--- config.mk ---
export PLATFORM = sky130hd
export DESIGN_NAME = wake_exit_delay_sequencer
export DESIGN_NICKNAME = d
export VERILOG_FILES = /design/src/verilog/wake_exit_pkg.sv /design/src/verilog/wake_exit_delay_sequencer.sv
export SDC_FILE = /design/constraint.sdc
export NUM_CORES = 1
export LEC_CHECK = 0
export BUFFER_PORTS_ARGS = -buffer_cell sky130_fd_sc_hd__buf_2
export CORE_AREA = 2 2 77 79
export CTS_CLUSTER_DIAMETER = 30
export DETAILED_ROUTE_END_ITERATION = 12
export DIE_AREA = 0 0 79 81
export PLACE_DENSITY_LB_ADDON = 0.05
export SKIP_CTS_REPAIR_TIMING = 1
export SYNTH_ARGS = -nofsm -noshare
export SYNTH_HDL_FRONTEND = slang
export SYNTH_SLANG_ARGS = --single-unit
export TNS_END_PERCENT = 5
--- constraint.sdc ---
create_clock -name core_clk_in -period 1.96 [get_ports core_clk_in]
set_input_delay 0.098 -clock core_clk_in [delete_from_list [all_inputs] [get_ports core_clk_in]]
set_output_delay 0.098 -clock core_clk_in [all_outputs]
set_load 0.01 [all_outputs]
--- src/verilog/wake_exit_pkg.sv ---
// Constants, clock-source codes and timing counts for the wake exit delay sequencer.
package wake_exit_pkg;

  // ==========================================================================
  // Clock and delay times.
  // ==========================================================================
  localparam int CLOCK_PERIOD_PS = 25000;
  localparam int CPU_PREPARE_DELAY_NS = 10000;
  localparam int OSC_STARTUP_TIMER_NS = 25600;
  localparam int PLL_LOCK_DELAY_NS = 100000;
  localparam int INTERNAL_OSC_STABILISE_NS = 1000;

  // Least times, so the counts round up to whole cycles.
  localparam int CPU_PREPARE_CYCLES =
    (CPU_PREPARE_DELAY_NS * 1000 + CLOCK_PERIOD_PS - 1) / CLOCK_PERIOD_PS;
  localparam int OSC_STARTUP_CYCLES =
    (OSC_STARTUP_TIMER_NS * 1000 + CLOCK_PERIOD_PS - 1) / CLOCK_PERIOD_PS;
  localparam int PLL_LOCK_CYCLES =
    (PLL_LOCK_DELAY_NS * 1000 + CLOCK_PERIOD_PS - 1) / CLOCK_PERIOD_PS;
  localparam int INTERNAL_OSC_STABILISE_CYCLES =
    (INTERNAL_OSC_STABILISE_NS * 1000 + CLOCK_PERIOD_PS - 1) / CLOCK_PERIOD_PS;

  // ==========================================================================
  // Counter widths.
  // ==========================================================================
  localparam int OSC_COUNT_W = 13;
  localparam int PREPARE_COUNT_W = 9;
  localparam int STABILISE_COUNT_W = 6;

  localparam logic [OSC_COUNT_W-1:0] OSC_ONLY_LOAD = OSC_COUNT_W'(OSC_STARTUP_CYCLES);
  localparam logic [OSC_COUNT_W-1:0] OSC_PLL_LOAD =
    OSC_COUNT_W'(OSC_STARTUP_CYCLES + PLL_LOCK_CYCLES);
  localparam logic [PREPARE_COUNT_W-1:0] PREPARE_LOAD = PREPARE_COUNT_W'(CPU_PREPARE_CYCLES);
  localparam logic [STABILISE_COUNT_W-1:0] STABILISE_LOAD =
    STABILISE_COUNT_W'(INTERNAL_OSC_STABILISE_CYCLES);

  // ==========================================================================
  // Internal oscillator frequency selection.
  // ==========================================================================
  localparam logic [2:0] INTERNAL_OSC_FREQ_1MHZ = 3'h4;
  localparam logic [2:0] INTERNAL_OSC_FREQ_8MHZ = 3'h7;

  // ==========================================================================
  // Clock source before wake-up and primary oscillator configuration.
  // ==========================================================================
  typedef enum logic [1:0] {
    SRC_PRIMARY_IDLE = 2'h0,
    SRC_SECONDARY = 2'h1,
    SRC_INTERNAL = 2'h2,
    SRC_NONE_SLEEP = 2'h3
  } prior_source_t;

  typedef enum logic [2:0] {
    LOW_POWER_CRYSTAL_MODE = 3'h0,
    STANDARD_CRYSTAL_MODE = 3'h1,
    HIGH_SPEED_CRYSTAL_MODE = 3'h2,
    HIGH_SPEED_CRYSTAL_PLL_MODE = 3'h3,
    EXTERNAL_CLOCK_MODE = 3'h4,
    RESISTOR_CAPACITOR_OSC_MODE = 3'h5,
    INTERNAL_OSC_IO_MODE = 3'h6
  } target_mode_t;

  typedef enum logic [1:0] {
    ST_RUN,
    ST_HALTED,
    ST_WAKING
  } seq_state_t;

endpackage : wake_exit_pkg

--- src/verilog/wake_exit_delay_sequencer.sv ---
// Wake exit delay sequencer: picks and times the delays that follow a wake from Sleep or Idle.
`timescale 1ns/1ps

module wake_exit_delay_sequencer
  import wake_exit_pkg::*;
(
  input wire logic core_clk_in,
  input wire logic rst_b_in,
  input wire logic sleep_enter_in,
  input wire logic wake_in,
  input wire logic [1:0] prior_source_in,
  input wire logic [2:0] target_mode_in,
  input wire logic freq_sel_write_in,
  input wire logic [2:0] freq_sel_in,
  output logic cpu_run_out,
  output logic startup_timer_done_flag_out,
  output logic internal_osc_stable_flag_out,
  output logic [2:0] internal_osc_freq_sel_out
);

  // ==========================================================================
  // Source decoding.
  // ==========================================================================
  // Crystal and crystal-with-PLL targets are the only ones that need the start-up timer.
  function automatic logic is_crystal(input logic [2:0] mode);
    is_crystal = (mode == LOW_POWER_CRYSTAL_MODE) || (mode == STANDARD_CRYSTAL_MODE) ||
                 (mode == HIGH_SPEED_CRYSTAL_MODE) || (mode == HIGH_SPEED_CRYSTAL_PLL_MODE);
  endfunction : is_crystal

  // Any internal oscillator frequency, 8 MHz or postscaled, counts alike here.
  function automatic logic is_internal(input logic [2:0] mode);
    is_internal = (mode == INTERNAL_OSC_IO_MODE);
  endfunction : is_internal

  logic wake_from_stopped;
  logic needs_osc_timer;
  logic needs_stabilise;

  always_comb begin
    wake_from_stopped = (prior_source_in == SRC_SECONDARY) ||
                        (prior_source_in == SRC_NONE_SLEEP) ||
                        (prior_source_in == SRC_INTERNAL);
    // Primary idle keeps the primary clock running, so no start-up timer.
    // Non-crystal primary configurations never need the start-up timer.
    needs_osc_timer = wake_from_stopped && is_crystal(target_mode_in);
    needs_stabilise = is_internal(target_mode_in) &&
                      ((prior_source_in == SRC_SECONDARY) ||
                       (prior_source_in == SRC_NONE_SLEEP));
  end

  // ==========================================================================
  // Sequencer state and delay counters.
  // ==========================================================================
  seq_state_t state;
  seq_state_t next_state;
  logic [OSC_COUNT_W-1:0] osc_count;
  logic [OSC_COUNT_W-1:0] next_osc_count;
  logic [PREPARE_COUNT_W-1:0] prepare_count;
  logic [PREPARE_COUNT_W-1:0] next_prepare_count;
  logic cpu_run;
  logic next_cpu_run;
  logic startup_done;
  logic next_startup_done;
  logic wake_take;

  // A wake event is honoured only while the CPU is halted; elsewhere it is dropped.
  always_comb begin
    wake_take = (state == ST_HALTED) && wake_in;
  end

  always_comb begin
    next_state = state;
    next_osc_count = osc_count;
    next_prepare_count = prepare_count;
    next_cpu_run = cpu_run;
    next_startup_done = startup_done;

    case (state)
      ST_RUN: begin
        if (sleep_enter_in) begin
          next_state = ST_HALTED;
          next_cpu_run = 1'b0;
        end
      end
      ST_HALTED: begin
        if (wake_take) begin
          next_state = ST_WAKING;
          next_prepare_count = PREPARE_LOAD;
          if (needs_osc_timer) begin
            next_startup_done = 1'b0;
            if (target_mode_in == HIGH_SPEED_CRYSTAL_PLL_MODE) begin
              next_osc_count = OSC_PLL_LOAD;
            end else begin
              next_osc_count = OSC_ONLY_LOAD;
            end
          end else begin
            next_osc_count = '0;
            next_startup_done = is_crystal(target_mode_in);
          end
        end
      end
      ST_WAKING: begin
        // Both counters tick together, so the wait is the longer one.
        if (prepare_count != '0) begin
          next_prepare_count = prepare_count - PREPARE_COUNT_W'(1);
        end
        if (osc_count != '0) begin
          next_osc_count = osc_count - OSC_COUNT_W'(1);
          if (osc_count == OSC_COUNT_W'(1)) begin
            next_startup_done = 1'b1;
          end
        end
        // Release once every running counter is on its last cycle.
        if ((prepare_count <= PREPARE_COUNT_W'(1)) && (osc_count <= OSC_COUNT_W'(1))) begin
          next_state = ST_RUN;
          next_cpu_run = 1'b1;
        end
      end
      default: begin
        next_state = ST_RUN;
        next_cpu_run = 1'b1;
      end
    endcase
  end

  always_ff @(posedge core_clk_in or negedge rst_b_in) begin
    if (!rst_b_in) begin
      state <= ST_RUN;
      osc_count <= '0;
      prepare_count <= '0;
      cpu_run <= 1'b1;
      startup_done <= 1'b0;
    end else begin
      state <= next_state;
      osc_count <= next_osc_count;
      prepare_count <= next_prepare_count;
      cpu_run <= next_cpu_run;
      startup_done <= next_startup_done;
    end
  end

  // ==========================================================================
  // Internal oscillator stabilisation.
  // ==========================================================================
  logic [STABILISE_COUNT_W-1:0] stabilise_count;
  logic [STABILISE_COUNT_W-1:0] next_stabilise_count;
  logic osc_stable;
  logic next_osc_stable;

  // Stabilisation runs beside the sequencer and never holds the CPU.
  always_comb begin
    next_stabilise_count = stabilise_count;
    next_osc_stable = osc_stable;
    if (stabilise_count != '0) begin
      next_stabilise_count = stabilise_count - STABILISE_COUNT_W'(1);
      if (stabilise_count == STABILISE_COUNT_W'(1)) begin
        next_osc_stable = 1'b1;
      end
    end
    if (wake_take) begin
      if (needs_stabilise) begin
        next_osc_stable = 1'b0;
        next_stabilise_count = STABILISE_LOAD;
      end else if (is_internal(target_mode_in)) begin
        next_osc_stable = 1'b1;
      end
    end
  end

  always_ff @(posedge core_clk_in or negedge rst_b_in) begin
    if (!rst_b_in) begin
      stabilise_count <= '0;
      osc_stable <= 1'b0;
    end else begin
      stabilise_count <= next_stabilise_count;
      osc_stable <= next_osc_stable;
    end
  end

  // ==========================================================================
  // Internal oscillator frequency selection.
  // ==========================================================================
  logic [2:0] freq_sel;
  logic [2:0] next_freq_sel;

  // A write may land at any time; it does not disturb a wake in progress.
  always_comb begin
    next_freq_sel = freq_sel;
    if (freq_sel_write_in) begin
      next_freq_sel = freq_sel_in;
    end
  end

  always_ff @(posedge core_clk_in or negedge rst_b_in) begin
    if (!rst_b_in) begin
      freq_sel <= INTERNAL_OSC_FREQ_1MHZ;
    end else begin
      freq_sel <= next_freq_sel;
    end
  end

  // ==========================================================================
  // Outputs.
  // ==========================================================================
  always_comb begin
    cpu_run_out = cpu_run;
    startup_timer_done_flag_out = startup_done;
    internal_osc_stable_flag_out = osc_stable;
    internal_osc_freq_sel_out = freq_sel;
  end

endmodule : wake_exit_delay_sequencer

==> results.yml <==
synthesis:
  synth_async_sr_flop_share_pct: 100.0
  yosysSeqAreaShare_pct: 43.29
  synth.most_common_cell: "dfrtp_1"
  synth_common_cells: "dfrtp_1, nor2_1, nand2_1"
  synth_top_flop_cell: "dfrtp_1"
  ys_top_cells_by_area: "dfrtp_1, ha_1, nor2_1, nand2_1, a21oi_1"
  avgSynthCellArea_um2: 9.530
  ys_ff_latch: 36
  yosysTopAreaCellShare_pct: 40.77
  synth_warnings: 0
  synth_edf_count: 0
  yosysTopAreaCell: "dfrtp_1"
  synth_cell_type_count: 55
  synth_nets: 240
  synthCells: 219
  syn_area_mm2: 0.002087
sta:
  fin_crit_sh_pct: 93.35
  finalWorstSetupSlack_ns: 0.1304
  slew_headroom_pct: 45.05
  worst_pin_slew_ns: 0.8242
  finalSetupViolations: 0
  slew_violations: 0
  hold_viol: 0
  rsz0062_at_grt: "no"
  finalCriticalPeriod_ns: 1.830
  finalSetupTns_ns: 0
  skew_ns: 0.007788
  fmax_mhz: 546.6
placed_design:
  place_ws_ns: 0.01842
  port_buffers: 18
  hpwl_um: 3786
  placed_area_mm2: 0.002364
  dp.cells: 321
  gp_congestion: 0.8201
detailed_routing:
  dr.pass1.iters: 4
  viasPerCell: 5.355
  ant_nets: 0
  vias: 1767
  wl_per_cell_um: 15.58
  drt_wl_total_um: 5141
  initialDrtViolationCount: 89
  route.detailed.drc: 0
cts:
  cts_tree: "done"
  cts_sinks: 36
  path_clk_slew_ns: 0.08
  cts_buffers: 5
  htreeDepth: 2
  clockRootBuffer: "clkbuf_8"
  insertion_delay_ns: 0.29
  clockBufferDepth: 2
layout:
  nets: 275
  drive_above_1_share_pct: 22.75
  design_area_mm2: 0.002496
  final_cell_count_no_fill: 330
  syn2layout_area_growth_pct: 19.60
  n_antenna_cell: 0
critical_path:
  startpoint_type: "flop"
  worstPathArrival_ns: 2.06
  crit_path_max_fanout: 16
  crit_buf_inv: 1
  crit_family: "simple AND/OR/NAND/NOR gates"
  worstPathRequired_ns: 2.19
  worstPathCellList: "inv_1 -> ha_1 -> nor3b_2 -> a41o_2 -> or4_1 -> nand2_1"
  critPathCaptureType: "flop"
  r2r_cells: 6
  critical_path_class: "reg2reg"
  path_depth: 6
  slowest_delay_ns: 0.49
  crit_slowest_cell: "or4_1"
global_route:
  grt_first_pass_wirelength_um: 8887
  grt_max_degree: 37
  gr-total-overflow: 0
  grt_use_total_pct: 17.88
  antenna_found_initial: 0
  grt_pass1_vias: 1779
job:
  maxCapViolations: 0
floorplan:
  boundaryPins: 19
  dieArea_mm2: 0.006399
  rows: 28
  dieHeight_um: 81
  core_area_mm2: 0.005675
  dieWidth_um: 79
  start_util_pct: 36.77
min_path:
  holdPathStages: 2
  hold_path.class: "in2reg"
power:
  leakagePower_nw: 1.042
  ir_drop_uv: 559.7
  power_density_mw_per_mm2: 1620
run_status:
  status: "complete, no violations"
[layout make-up]
type                    count  area, um2
clock buffers               5      68.82
clock inverters             3      42.54
fillers                   577       3179
inverters                  14      52.55
multi-input cells         160       1100
flip-flops and latches     36      903.4
well taps                  75      93.84
repair buffers             37      235.2
[flip-flops by register name, summed over array words and instances (netlist names)]
signal and cells:
stabilise_count 6, osc_count 13, startup_timer_done_flag_out 1, internal_osc_freq_sel_out 3
internal_osc_stable_flag_out 1, state 2, prepare_count 9, cpu_run_out 1
[final timing paths]
check / slack (ns) / startpoint / end
setup / recovery: 0.13 / osc_count[1]$_DFFE_PN0P_ / osc_count[6]$_DFFE_PN0P_
hold / removal: 0.04 / freq_sel_in[0] / internal_osc_freq_sel_out[0]$_DFFE_PN0P_
setup reg to reg: 0.13 / osc_count[1]$_DFFE_PN0P_ / osc_count[6]$_DFFE_PN0P_
hold reg to reg: 0.51 / internal_osc_freq_sel_out[0]$_DFFE_PN0P_ / internal_osc_freq_sel_out[0]$_DFFE_PN0P_
max in group asynchronous: 1.00 / rst_b_in / prepare_count[5]$_DFFE_PN0P_
min in group asynchronous: 0.44 / rst_b_in / state[0]$_DFFE_PN0P_
[per-layer routing]
layer	global-route usage, %	share of wire [%]
met5	0	0
met4	4.655	0.78
met3	3.778	5.0
met2	28.90	46
met1	24.50	48
[layout by cell type (no fill, tap or decap), types with 3 or more instances in the layout]
| cell type | synthesis | final |
|---|---|---|
| nand2_1 | 16 | 16 |
| a21oi_1 | 11 | 10 |
| mux2_2 | 3 | 3 |
| buf_2 | 7 | 18 |
| o22ai_1 | 4 | 4 |
| nand3_1 | 7 | 7 |
| nand4_1 | 3 | 3 |
| o21ai_1 | 4 | 4 |
| dfrtp_1 | 34 | 34 |
| o221ai_1 | 3 | 3 |
| a31oi_1 | 5 | 5 |
| xnor2_1 | 6 | 6 |
| buf_4 | 0 | 18 |
| inv_1 | 14 | 14 |
| o211ai_1 | 3 | 3 |
| nor3_1 | 11 | 11 |
| ha_1 | 8 | 8 |
| nor4b_1 | 5 | 4 |
| clkbuf_8 | 0 | 5 |
| nand2b_1 | 4 | 4 |
| nor2_1 | 18 | 18 |
| or4_1 | 3 | 3 |
| o21ai_0 | 4 | 4 |
[per-stage QoR]
step | hold slack (ns) | util [%] | total power [W]
final | 0.03802 | 43.98 | 0.004045
after global routing | 0.03176 | 43.98 | 0.004403
after floorplan | -0.1976 | - | 0.002661
after global placement | 0.2542 | 41.64 | 0.003397
after detailed placement | 0.2621 | 41.64 | 0.003374
after CTS | -0.05776 | 43.61 | 0.004048
[power by group]
| part | internal (W) | leakage, nW | switching [W] | total (W) |
|---|---|---|---|---|
| Clock | 0.000377 | 0.0541 | 0.000283 | 0.000659 |
| Sequential | 0.00105 | 0.440 | 0.000359 | 0.00140 |
| Combinational | 0.000915 | 0.549 | 0.00107 | 0.00198 |
[logic make-up after synthesis]
group,count (synthesis),synth area share (%)
AO/OA/AOI/OAI,53,17.33
XOR/XNOR,7,2.938
adder cells (fa/ha/maj),8,4.796
buffers and inverters,23,4.556
flip-flops,36,43.29
multiplexers,5,2.578
AND/OR/NAND/NOR,87,24.52
(Power assumes the default switching activity.)
